### config.mk
export PLATFORM = sky130hd
export DESIGN_NAME = fws_poller
export DESIGN_NICKNAME = d
export VERILOG_FILES = /design/src/include/fws_pkg.sv /design/src/verilog/fws_poller.sv /design/src/verilog/fws_cyc.sv
export VERILOG_INCLUDE_DIRS = /design/src /design/src/include
export SDC_FILE = /design/constraint.sdc
export NUM_CORES = 1
export LEC_CHECK = 0
export ABC_AREA = 1
export BUFFER_PORTS_ARGS = -buffer_cell sky130_fd_sc_hd__buf_2
export CAP_MARGIN = 20
export CORE_ASPECT_RATIO = 0.7
export CORE_MARGIN = 2
export CORE_UTILIZATION = 45
export DETAILED_ROUTE_END_ITERATION = 10
export HOLD_SLACK_MARGIN = 0.08
export PLACE_DENSITY = 0.65
export SLEW_MARGIN = 20
export SYNTH_ARGS = -nofsm -noshare
export SYNTH_HDL_FRONTEND = slang
export SYNTH_SLANG_ARGS = --single-unit
### constraint.sdc
create_clock -name i_clk -period 2.18 [get_ports i_clk]
set_clock_uncertainty 0.1 [all_clocks]
set_input_delay 0.109 -clock i_clk [delete_from_list [all_inputs] [get_ports i_clk]]
set_output_delay 0.109 -clock i_clk [all_outputs]
set_load 0.05 [all_outputs]
### src/include/fws_map.svh
// Purpose: Offsets, field positions and timing counts of the status poller
// Assumes: 125 MHz clock; byte offsets on the Avalon-MM slave
// Notes:   Definitions only
`ifndef FWS_MAP_SVH
`define FWS_MAP_SVH

// Register byte offsets
`define FWS_OFF_ADDR   5'h00
`define FWS_OFF_WDATA  5'h04
`define FWS_OFF_CTRL   5'h08
`define FWS_OFF_CMD    5'h0c
`define FWS_OFF_STAT   5'h10

// Operation codes written to the command register
`define FWS_OP_READ    3'h1
`define FWS_OP_WRITE   3'h2
`define FWS_OP_POLL    3'h3
`define FWS_OP_RESET   3'h4
`define FWS_OP_GUARD   3'h5
`define FWS_CMD_ABORT  7

// Status register fields
`define FWS_ST_BUSY    0
`define FWS_ST_OK      1
`define FWS_ST_FAIL    2
`define FWS_ST_TOG     3
`define FWS_ST_SEC     4
`define FWS_ST_LATE    5
`define FWS_ST_LOST    6
`define FWS_ST_BYTE    8

// Bit positions of the status byte on the flash data pins
`define FWS_TOGGLE_STATUS_BIT  6
`define FWS_TIMEOUT_FAIL_FLAG  5
`define FWS_ERASE_WINDOW_FLAG  3
`define FWS_SECTOR_TOGGLE_BIT  2

// Reset command data byte
`define FWS_RESET_DATA 8'hf0

// Pin cycle timing, least times rounded up to whole cycles
`define FWS_CLK_NS     8
`define FWS_SETUP_NS   10
`define FWS_PULSE_NS   90
`define FWS_REC_NS     30
`define FWS_SETUP_CYC  ((`FWS_SETUP_NS + `FWS_CLK_NS - 1) / `FWS_CLK_NS)
`define FWS_PULSE_CYC  ((`FWS_PULSE_NS + `FWS_CLK_NS - 1) / `FWS_CLK_NS)
`define FWS_REC_CYC    ((`FWS_REC_NS + `FWS_CLK_NS - 1) / `FWS_CLK_NS)

`endif

### src/include/fws_pkg.sv
// Purpose: Types shared by the status poller files
// Assumes: Nothing
// Notes:   Constants live in fws_map.svh
package fws_pkg;

    // Main sequencer, Gray along the polling path
    typedef enum logic [3:0] {
        ST_IDLE  = 4'h0,
        ST_PR1   = 4'h1,
        ST_PR2   = 4'h3,
        ST_PCHK  = 4'h2,
        ST_PR3   = 4'h6,
        ST_PR4   = 4'h7,
        ST_PCHK2 = 4'h5,
        ST_RST   = 4'h4,
        ST_GR1   = 4'hc,
        ST_GW    = 4'hd,
        ST_GR2   = 4'hf,
        ST_SR    = 4'he,
        ST_SW    = 4'ha
    } fws_state_e;

    // Pin cycle phases
    typedef enum logic [1:0] {
        CY_IDLE  = 2'b00,
        CY_SETUP = 2'b01,
        CY_STRB  = 2'b11,
        CY_REC   = 2'b10
    } fws_cyc_e;

endpackage

### src/verilog/fws_poller.sv
// Purpose: Host-side controller that polls flash program/erase status
// Assumes: Avalon-MM slave for software, flash pins synchronous
// Notes:   Software sends unlock cycles itself with write operations
`include "fws_map.svh"
`timescale 1ns/1ns
`default_nettype none

module fws_poller (
    input  wire logic        i_clk,
    input  wire logic        i_rst,
    input  wire logic [4:0]  i_avs_address,
    input  wire logic        i_avs_read,
    input  wire logic        i_avs_write,
    input  wire logic [31:0] i_avs_writedata,
    input  wire logic [3:0]  i_avs_byteenable,
    output logic [31:0]      o_avs_readdata,
    output logic             o_avs_waitrequest,
    input  wire logic [7:0]  i_fl_dq_in,
    output logic [7:0]       o_fl_dq_out,
    output logic             o_fl_dq_oe,
    output logic             o_fl_ce_n,
    output logic             o_fl_oe_n,
    output logic             o_fl_we_n,
    output logic [16:0]      o_fl_addr
);

    fws_pkg::fws_state_e st_q, st_d;
    logic [16:0] addr_q, addr_d;
    logic [7:0]  wdat_q, wdat_d, cwd_q, cwd_d;
    logic [7:0]  b1_q, b1_d, b2_q, b2_d, last_q, last_d;
    logic        skip_q, skip_d, iss_q, iss_d, cs_q, cs_d, cwe_q, cwe_d;
    logic        ok_q, ok_d, fail_q, fail_d, tog_q, tog_d, sec_q, sec_d;
    logic        late_q, late_d, lost_q, lost_d, ab_q, ab_d;
    logic        wait_d;
    logic [31:0] rdat_d, regrd, wmask;
    logic        acc, wr_fire, cmd_wr, is_wr, flips;
    logic [2:0]  op;
    logic        cyc_done;
    logic [7:0]  cyc_rdata;

    // Byte lanes of a write
    always_comb
    begin
        wmask = {{8{i_avs_byteenable[3]}}, {8{i_avs_byteenable[2]}},
                 {8{i_avs_byteenable[1]}}, {8{i_avs_byteenable[0]}}};
    end

    // Register read view; unmapped offsets read zero
    always_comb
    begin
        regrd = 32'h00000000;
        case (i_avs_address)
            `FWS_OFF_ADDR:  regrd = {15'h0000, addr_q};
            `FWS_OFF_WDATA: regrd = {24'h000000, wdat_q};
            `FWS_OFF_CTRL:  regrd = {31'h00000000, skip_q};
            `FWS_OFF_STAT:
            begin
                regrd[`FWS_ST_BUSY] = (st_q != fws_pkg::ST_IDLE);
                regrd[`FWS_ST_OK] = ok_q;
                regrd[`FWS_ST_FAIL] = fail_q;
                regrd[`FWS_ST_TOG] = tog_q;
                regrd[`FWS_ST_SEC] = sec_q;
                regrd[`FWS_ST_LATE] = late_q;
                regrd[`FWS_ST_LOST] = lost_q;
                regrd[`FWS_ST_BYTE +: 8] = last_q;
            end
            default: regrd = 32'h00000000;
        endcase
    end

    // Bus slave: answer one cycle after the request is seen
    always_comb
    begin
        acc = (i_avs_read || i_avs_write) && o_avs_waitrequest;
        wait_d = !acc;
        rdat_d = (acc && i_avs_read) ? regrd : o_avs_readdata;
        wr_fire = i_avs_write && !o_avs_waitrequest;
        cmd_wr = wr_fire && (i_avs_address == `FWS_OFF_CMD)
                 && i_avs_byteenable[0];
        op = i_avs_writedata[2:0];
    end

    // Sequencer next state
    always_comb
    begin
        st_d = st_q;
        addr_d = addr_q;
        wdat_d = wdat_q;
        skip_d = skip_q;
        cwd_d = cwd_q;
        cwe_d = cwe_q;
        cs_d = 1'b0;
        iss_d = iss_q;
        b1_d = b1_q;
        b2_d = b2_q;
        last_d = last_q;
        ok_d = ok_q;
        fail_d = fail_q;
        tog_d = tog_q;
        sec_d = sec_q;
        late_d = late_q;
        lost_d = lost_q;
        ab_d = ab_q;
        flips = b1_q[`FWS_TOGGLE_STATUS_BIT] ^ b2_q[`FWS_TOGGLE_STATUS_BIT];
        is_wr = (st_q == fws_pkg::ST_RST) || (st_q == fws_pkg::ST_GW)
                || (st_q == fws_pkg::ST_SW);
        // Plain register writes, byte lane masked
        if (wr_fire && i_avs_address == `FWS_OFF_ADDR)
            addr_d = 17'((({15'h0000, addr_q} & ~wmask)
                          | (i_avs_writedata & wmask)));
        if (wr_fire && i_avs_address == `FWS_OFF_WDATA
            && i_avs_byteenable[0])
            wdat_d = i_avs_writedata[7:0];
        if (wr_fire && i_avs_address == `FWS_OFF_CTRL
            && i_avs_byteenable[0])
            skip_d = i_avs_writedata[0];
        // Abort is held until the sequencer is back in idle
        if (cmd_wr && i_avs_writedata[`FWS_CMD_ABORT]
            && st_q != fws_pkg::ST_IDLE)
            ab_d = 1'b1;
        // Issue one pin cycle on entry to each cycle state
        if (st_q != fws_pkg::ST_IDLE && st_q != fws_pkg::ST_PCHK
            && st_q != fws_pkg::ST_PCHK2 && !iss_q)
        begin
            cs_d = 1'b1;
            iss_d = 1'b1;
            cwe_d = is_wr;
            cwd_d = (st_q == fws_pkg::ST_RST) ? `FWS_RESET_DATA : wdat_q;
        end
        if (iss_q && cyc_done)
        begin
            iss_d = 1'b0;
            if (!is_wr)
                last_d = cyc_rdata;
        end
        case (st_q)
            fws_pkg::ST_IDLE:
            begin
                ab_d = 1'b0;
                if (cmd_wr && !i_avs_writedata[`FWS_CMD_ABORT])
                begin
                    ok_d = 1'b0;
                    fail_d = 1'b0;
                    late_d = 1'b0;
                    lost_d = 1'b0;
                    case (op)
                        `FWS_OP_READ:  st_d = fws_pkg::ST_SR;
                        `FWS_OP_WRITE: st_d = fws_pkg::ST_SW;
                        `FWS_OP_POLL:  st_d = fws_pkg::ST_PR1;
                        `FWS_OP_RESET: st_d = fws_pkg::ST_RST;
                        // Fast hosts may leave out both window checks
                        `FWS_OP_GUARD: st_d = skip_q ? fws_pkg::ST_GW
                                                     : fws_pkg::ST_GR1;
                        default:       st_d = fws_pkg::ST_IDLE;
                    endcase
                end
            end
            // Two back-to-back reads at the address register
            fws_pkg::ST_PR1, fws_pkg::ST_PR3:
                if (iss_q && cyc_done)
                begin
                    b1_d = cyc_rdata;
                    st_d = ab_q ? fws_pkg::ST_IDLE
                         : (st_q == fws_pkg::ST_PR1) ? fws_pkg::ST_PR2
                                                     : fws_pkg::ST_PR4;
                end
            fws_pkg::ST_PR2, fws_pkg::ST_PR4:
                if (iss_q && cyc_done)
                begin
                    b2_d = cyc_rdata;
                    st_d = ab_q ? fws_pkg::ST_IDLE
                         : (st_q == fws_pkg::ST_PR2) ? fws_pkg::ST_PCHK
                                                     : fws_pkg::ST_PCHK2;
                end
            // First compare; timeout flag forces one recheck
            fws_pkg::ST_PCHK:
            begin
                tog_d = flips;
                sec_d = b1_q[`FWS_SECTOR_TOGGLE_BIT]
                        ^ b2_q[`FWS_SECTOR_TOGGLE_BIT];
                if (ab_q)
                    st_d = fws_pkg::ST_IDLE;
                else if (!flips)
                begin
                    ok_d = 1'b1;
                    st_d = fws_pkg::ST_IDLE;
                end
                else if (b2_q[`FWS_TIMEOUT_FAIL_FLAG])
                    st_d = fws_pkg::ST_PR3;
                else
                    st_d = fws_pkg::ST_PR1;
            end
            // Recheck: still toggling means failure and reset
            fws_pkg::ST_PCHK2:
            begin
                tog_d = flips;
                if (!flips)
                begin
                    ok_d = 1'b1;
                    st_d = fws_pkg::ST_IDLE;
                end
                else
                begin
                    fail_d = 1'b1;
                    st_d = fws_pkg::ST_RST;
                end
            end
            fws_pkg::ST_RST, fws_pkg::ST_SR, fws_pkg::ST_SW:
                if (iss_q && cyc_done)
                begin
                    ok_d = !fail_q;
                    st_d = fws_pkg::ST_IDLE;
                end
            // Window must still be open before the added command
            fws_pkg::ST_GR1:
                if (iss_q && cyc_done)
                begin
                    if (cyc_rdata[`FWS_ERASE_WINDOW_FLAG] || ab_q)
                    begin
                        late_d = !ab_q;
                        st_d = fws_pkg::ST_IDLE;
                    end
                    else
                        st_d = fws_pkg::ST_GW;
                end
            fws_pkg::ST_GW:
                if (iss_q && cyc_done)
                begin
                    ok_d = skip_q;
                    st_d = (skip_q || ab_q) ? fws_pkg::ST_IDLE
                                            : fws_pkg::ST_GR2;
                end
            // Closed window afterwards: the command may be lost
            fws_pkg::ST_GR2:
                if (iss_q && cyc_done)
                begin
                    lost_d = cyc_rdata[`FWS_ERASE_WINDOW_FLAG];
                    ok_d = !cyc_rdata[`FWS_ERASE_WINDOW_FLAG];
                    st_d = fws_pkg::ST_IDLE;
                end
            default:
                st_d = fws_pkg::ST_IDLE;
        endcase
    end

    // State and register storage
    always_ff @(posedge i_clk)
    begin
        if (i_rst)
        begin
            st_q <= fws_pkg::ST_IDLE;
            addr_q <= 17'h00000;
            wdat_q <= 8'h00;
            skip_q <= 1'b0;
            cwd_q <= 8'h00;
            cwe_q <= 1'b0;
            cs_q <= 1'b0;
            iss_q <= 1'b0;
            b1_q <= 8'h00;
            b2_q <= 8'h00;
            last_q <= 8'h00;
            ok_q <= 1'b0;
            fail_q <= 1'b0;
            tog_q <= 1'b0;
            sec_q <= 1'b0;
            late_q <= 1'b0;
            lost_q <= 1'b0;
            ab_q <= 1'b0;
            o_avs_waitrequest <= 1'b1;
            o_avs_readdata <= 32'h00000000;
        end
        else
        begin
            st_q <= st_d;
            addr_q <= addr_d;
            wdat_q <= wdat_d;
            skip_q <= skip_d;
            cwd_q <= cwd_d;
            cwe_q <= cwe_d;
            cs_q <= cs_d;
            iss_q <= iss_d;
            b1_q <= b1_d;
            b2_q <= b2_d;
            last_q <= last_d;
            ok_q <= ok_d;
            fail_q <= fail_d;
            tog_q <= tog_d;
            sec_q <= sec_d;
            late_q <= late_d;
            lost_q <= lost_d;
            ab_q <= ab_d;
            o_avs_waitrequest <= wait_d;
            o_avs_readdata <= rdat_d;
        end
    end

    // Pin cycle engine; every read goes to the address register
    fws_cyc u_cyc (
        .i_clk    (i_clk),
        .i_rst    (i_rst),
        .i_start  (cs_q),
        .i_we     (cwe_q),
        .i_addr   (addr_q),
        .i_wdata  (cwd_q),
        .i_dq_in  (i_fl_dq_in),
        .o_done   (cyc_done),
        .o_rdata  (cyc_rdata),
        .o_ce_n   (o_fl_ce_n),
        .o_oe_n   (o_fl_oe_n),
        .o_we_n   (o_fl_we_n),
        .o_addr   (o_fl_addr),
        .o_dq_out (o_fl_dq_out),
        .o_dq_oe  (o_fl_dq_oe)
    );

    wait_pulse_a: assert property (@(posedge i_clk) disable iff (i_rst)
        (i_avs_read || i_avs_write) && o_avs_waitrequest
        |=> !o_avs_waitrequest ##1 o_avs_waitrequest)
        else $error("waitrequest answer wrong");
    two_reads_a: assert property (@(posedge i_clk) disable iff (i_rst)
        st_q == fws_pkg::ST_PCHK |-> $past(st_q) == fws_pkg::ST_PR2)
        else $error("compare without two reads");
    recheck_a: assert property (@(posedge i_clk) disable iff (i_rst)
        st_q == fws_pkg::ST_PCHK && flips && !ab_q
        && b2_q[`FWS_TIMEOUT_FAIL_FLAG] |=> st_q == fws_pkg::ST_PR3)
        else $error("no recheck on timeout flag");
    fail_reset_a: assert property (@(posedge i_clk) disable iff (i_rst)
        st_q == fws_pkg::ST_PCHK2 && flips
        |=> st_q == fws_pkg::ST_RST && fail_q ##1 cs_q)
        else $error("failure without reset command");
    reset_data_a: assert property (@(posedge i_clk) disable iff (i_rst)
        cs_q && st_q == fws_pkg::ST_RST |-> cwe_q && cwd_q == `FWS_RESET_DATA)
        else $error("reset command data wrong");
    restart_a: assert property (@(posedge i_clk) disable iff (i_rst)
        st_q == fws_pkg::ST_IDLE && cmd_wr && op == `FWS_OP_POLL
        && !i_avs_writedata[`FWS_CMD_ABORT] |=> st_q == fws_pkg::ST_PR1)
        else $error("poll not started at top");
    pair_bits_a: assert property (@(posedge i_clk) disable iff (i_rst)
        st_q == fws_pkg::ST_PCHK |=> sec_q == $past(b1_q[2] ^ b2_q[2])
        && tog_q == $past(flips))
        else $error("toggle pair result wrong");
    window_late_a: assert property (@(posedge i_clk) disable iff (i_rst)
        st_q == fws_pkg::ST_GR1 && iss_q && cyc_done && !ab_q
        && cyc_rdata[3] |=> late_q && st_q == fws_pkg::ST_IDLE)
        else $error("closed window not refused");
    skip_check_a: assert property (@(posedge i_clk) disable iff (i_rst)
        st_q == fws_pkg::ST_IDLE && cmd_wr && op == `FWS_OP_GUARD && skip_q
        && !i_avs_writedata[7] |=> st_q == fws_pkg::ST_GW)
        else $error("window check not skipped");

endmodule

`default_nettype wire

### src/verilog/fws_cyc.sv
// Purpose: One read or write cycle on the flash pins
// Assumes: Flash data input synchronous to i_clk
// Notes:   Start is ignored while a cycle is in flight
`include "fws_map.svh"
`timescale 1ns/1ns
`default_nettype none

module fws_cyc (
    input  wire logic        i_clk,
    input  wire logic        i_rst,
    input  wire logic        i_start,
    input  wire logic        i_we,
    input  wire logic [16:0] i_addr,
    input  wire logic [7:0]  i_wdata,
    input  wire logic [7:0]  i_dq_in,
    output logic             o_done,
    output logic [7:0]       o_rdata,
    output logic             o_ce_n,
    output logic             o_oe_n,
    output logic             o_we_n,
    output logic [16:0]      o_addr,
    output logic [7:0]       o_dq_out,
    output logic             o_dq_oe
);

    fws_pkg::fws_cyc_e ph_q, ph_d;
    logic [3:0]  cnt_q, cnt_d;
    logic        we_q, we_d, done_d, ce_n_d, oe_n_d, we_n_d, dq_oe_d;
    logic [16:0] addr_d;
    logic [7:0]  rd_d, wd_d;

    // Phase sequencing; data kept driven through recovery for hold time
    always_comb
    begin
        ph_d = ph_q;
        cnt_d = cnt_q;
        we_d = we_q;
        done_d = 1'b0;
        ce_n_d = o_ce_n;
        oe_n_d = o_oe_n;
        we_n_d = o_we_n;
        dq_oe_d = o_dq_oe;
        addr_d = o_addr;
        rd_d = o_rdata;
        wd_d = o_dq_out;
        case (ph_q)
            fws_pkg::CY_IDLE:
                if (i_start)
                begin
                    ph_d = fws_pkg::CY_SETUP;
                    cnt_d = 4'(`FWS_SETUP_CYC - 1);
                    we_d = i_we;
                    addr_d = i_addr;
                    wd_d = i_wdata;
                    ce_n_d = 1'b0;
                    dq_oe_d = i_we;
                end
            fws_pkg::CY_SETUP:
                if (cnt_q == 4'h0)
                begin
                    ph_d = fws_pkg::CY_STRB;
                    cnt_d = 4'(`FWS_PULSE_CYC - 1);
                    oe_n_d = we_q;
                    we_n_d = !we_q;
                end
                else
                    cnt_d = cnt_q - 4'h1;
            fws_pkg::CY_STRB:
                if (cnt_q == 4'h0)
                begin
                    ph_d = fws_pkg::CY_REC;
                    cnt_d = 4'(`FWS_REC_CYC - 1);
                    if (!we_q)
                        rd_d = i_dq_in;
                    oe_n_d = 1'b1;
                    we_n_d = 1'b1;
                    ce_n_d = 1'b1;
                end
                else
                    cnt_d = cnt_q - 4'h1;
            fws_pkg::CY_REC:
                if (cnt_q == 4'h0)
                begin
                    ph_d = fws_pkg::CY_IDLE;
                    dq_oe_d = 1'b0;
                    done_d = 1'b1;
                end
                else
                    cnt_d = cnt_q - 4'h1;
            default:
                ph_d = fws_pkg::CY_IDLE;
        endcase
    end

    // Register stage, enable and strobe pins idle high after reset
    always_ff @(posedge i_clk)
    begin
        if (i_rst)
        begin
            ph_q <= fws_pkg::CY_IDLE;
            cnt_q <= 4'h0;
            we_q <= 1'b0;
            o_done <= 1'b0;
            o_rdata <= 8'h00;
            o_ce_n <= 1'b1;
            o_oe_n <= 1'b1;
            o_we_n <= 1'b1;
            o_addr <= 17'h00000;
            o_dq_out <= 8'h00;
            o_dq_oe <= 1'b0;
        end
        else
        begin
            ph_q <= ph_d;
            cnt_q <= cnt_d;
            we_q <= we_d;
            o_done <= done_d;
            o_rdata <= rd_d;
            o_ce_n <= ce_n_d;
            o_oe_n <= oe_n_d;
            o_we_n <= we_n_d;
            o_addr <= addr_d;
            o_dq_out <= wd_d;
            o_dq_oe <= dq_oe_d;
        end
    end

    strobe_excl_a: assert property (@(posedge i_clk) disable iff (i_rst)
        !(!o_oe_n && !o_we_n))
        else $error("both strobes low");
    addr_stable_a: assert property (@(posedge i_clk) disable iff (i_rst)
        !o_ce_n && !$past(o_ce_n) |-> $stable(o_addr))
        else $error("address moved in cycle");
    cyc_bound_a: assert property (@(posedge i_clk) disable iff (i_rst)
        i_start && ph_q == fws_pkg::CY_IDLE |-> ##[17:19] o_done)
        else $error("pin cycle length wrong");

endmodule

`default_nettype wire

==> flow_summary.yaml <==
run_status:
  status: "finished clean"
sta:
  relSlewSlack_pct: 60.54
  finalCritPeriodShare_pct: 95.64
  worst_pin_slew_ns: 0.5858
  fmax_ghz: 0.4796
  slew_violations: 0
  fin_crit_ns: 2.085
  rsz0062_at_grt: "false"
  setup_viol: 0
  holdWs_ns: 0.1795
  hold_viol_final: 0
  setup-tns-final_ns: 0
clock_network:
  cts_tree: "built"
  cts_buffer_depth: 2
  cts_setup_buffers: 0
  htree_levels: 4
  ctsRootBufferMaster: "clkbuf_16"
  cts_num_sinks: 124
  cts_buffers: 17
  insertion_delay_ns: 0.42
  clkSlewWorstSetupHoldPaths_ns: 0.06
route:
  via_per_inst: 5.111
  vias: 5285
  drt.antenna.violating_nets: 0
  postRouteWirelength_mm: 14.65
  drt_iter0_drc: 429
  remaining_drc_errors: 0
  wire_per_inst_um: 14.17
  drtPass1Iterations: 5
global_routing:
  gr-usage-all-layers_pct: 23.80
  grt_start_max_net_pins: 38
  antenna_found_initial: 0
  grt_pass1_vias: 4823
  overflow: 0
  grt_pass1_wl_mm: 23.76
flow_run:
  maxCapViolations: 0
critical_path:
  reg2regPathDepth: 10
  slowest_delay_ns: 0.54
  crit_path_top_delay_cell: "dlygate4sd3_1"
  path_max_fanout: 11
  reg2reg_setup_slack_ns: 0.31
  required_ns: 2.38
  crit_chain: "dlygate4sd3_1 > buf_2 > nor2_1 > nand2_1 > nor2_2 > buf_6 > nand3_1 > o21ai_0 > a21oi_1 > dlygate4sd3_1"
  start_kind: "input port"
  crit_family: "buffers and inverters"
  end_kind: "flip-flop"
  worstSetupPathType: "in2reg"
  r2r_end: "u_cyc.o_rdata[1]"
  path_buf_inv: 4
  r2r-start: "u_cyc.cnt_q[0]"
  worstPathArrival_ns: 2.29
  crit_path_frequent_cell: "dlygate4sd3_1"
layout:
  antenna_cells: 0
  nets: 922
  syn2layout_area_growth_pct: 27.96
  drive_above_1_share_pct: 16.31
  fillCellCount: 1077
logic_synthesis:
  synth_area_leaders: "dfxtp_1 46%, nor2_1 9.4%, o21ai_0 9.2%, nand2_1 7.6%, a21oi_1 6.0%"
  synth_top_flop_cell: "dfxtp_1"
  synth.avg_cell_area_um2: 7.192
  synth-seq-cells: 124
  yosysWarnings: 0
  ys_top_cells_by_count: "134 x nor2_1, 124 x dfxtp_1, 108 x nand2_1"
  synth_edf_count: 0
  yosysTopAreaCell: "dfxtp_1"
  ys_types: 37
  async_reset_ff_share_pct: 0
  synthesis.instances: 746
  yosys.area.top_type_share_pct: 46.27
  synth_most_common_cell: "nor2_1"
  yosysSeqAreaShare_pct: 46.27
  synth_area_um2: 5365
floorplanning:
  ios: 115
  dieArea_um2: 12830
  dieHeight_um: 95.36
  row_count: 33
  initial_core_util_pct: 45.91
  fp.dieW_um: 134.5
  core_area_um2: 11690
worst_hold_path:
  hold_class: "in2reg"
  hold_depth: 6
  hold_end: "skip_q"
  hp-start: "i_avs_address[3]"
power_and_ir_drop:
  p_leak_nw: 3.006
  peakVddDrop_uv: 544.9
  power.density_nw_per_um2: 822.3
placement:
  dp_hpwl_mm: 10.11
  place_congestion: 0.8991
  port_buffers: 83
-- area by class of cell --
cell class                 count  area, um^2  area share (%)
timing repair buffer         127       849.6           12.37
clock buffer                  17       425.4           6.196
multi-input combinational    510        2394           34.86
sequential                   124        2482           36.16
clock inverter                13       192.7           2.807
inverter                      86       325.3           4.738
tap                          157       196.4           2.861
-- metrics by stage --
stage                     std cells  cell area (um^2)  power [mW]  worst slack (ns)  utilization [%]
after floorplan                 760              5418       2.599            0.4502                -
after global placement          969              5891       2.672            0.3766            50.41
after detailed placement        969              5891       2.678            0.3072            50.41
after CTS                      1034              6859       5.666           0.01810            58.70
after global routing           1034              6865       5.834           0.01335            58.75
final                          1034              6865       5.645           0.09498            58.75
-- placed cells by master, fill, tap and decap left out, types with 4 or more instances in the layout --
master	instances
a21oi_1	64
buf_2	83
buf_4	7
bufinv_16	4
clkbuf_16	17
conb_1	15
dfxtp_1	124
dlygate4sd3_1	35
inv_1	78
inv_2	5
nand2_1	108
nand3_1	36
nand4_1	4
nor2_1	133
o211ai_1	6
o21ai_0	99
o21ai_1	9
o22ai_1	6
-- how the worst max path moves through the flow --
stage / cells past startpoint / slack, ns / from / endpoint
after CTS: 10 / 0.02 / i_avs_address[0] / flip-flop
after global placement: 10 / 0.38 / u_cyc.cnt_q[0] / u_cyc.o_rdata[5]
after detailed placement: 7 / 0.31 / i_avs_address[1] / flip-flop
final: 10 / 0.09 / i_avs_address[0] / flip-flop
after floorplan: 5 / 0.45 / o_avs_waitrequest / o_avs_readdata[2]
after global routing: 10 / 0.01 / i_avs_address[0] / flip-flop
-- kinds of logic after synthesis --
kind of cell    share of synthesized area, %
xor+xnor                              0.3266
fa+ha+maj                             0.6997
flops                                  46.27
compound gates                         18.94
simple gates                           23.55
buf+inv                                10.14
other cells                          0.06990
-- worst register-to-register path, stage by stage (launching register included) --
cell and delay (ns):
dfxtp_1 0.29, inv_1 0.13, ha_1 0.16, nand3_1 0.11, inv_1 0.13, nand2_1 0.14
inv_1 0.15, nand3_2 0.18, inv_1 0.23, nor2_1 0.06, nor2_1 0.11
-- timing repair --
| action | CTS | global route |
|---|---|---|
| hold buffers | 35 | 0 |
| endpoints found under the setup margin | 0 | 2 |
| gates resized for setup | 0 | 2 |
| hold endpoints to repair | 37 | 0 |
-- metal layers --
metal / track usage (%) / wire [um] / vias up
met5: 0 / 0 / -
met4: 8.070 / 215 / 0
met3: 6.433 / 1028 / 24
li1: - / - / 2641
met1: 32.55 / 6914 / 2410
met2: 36.61 / 6493 / 210
-- where the power goes --
| group | total [mW] | switching [mW] | leakage (nW) | internal [mW] |
|---|---|---|---|---|
| logic | 0.381 | 0.262 | 1.71 | 0.119 |
| registers | 2.30 | 0.0121 | 1.00 | 2.29 |
| clock network | 2.96 | 1.05 | 0.296 | 1.91 |
No activity file was read; power rests on OpenSTA's default activity.
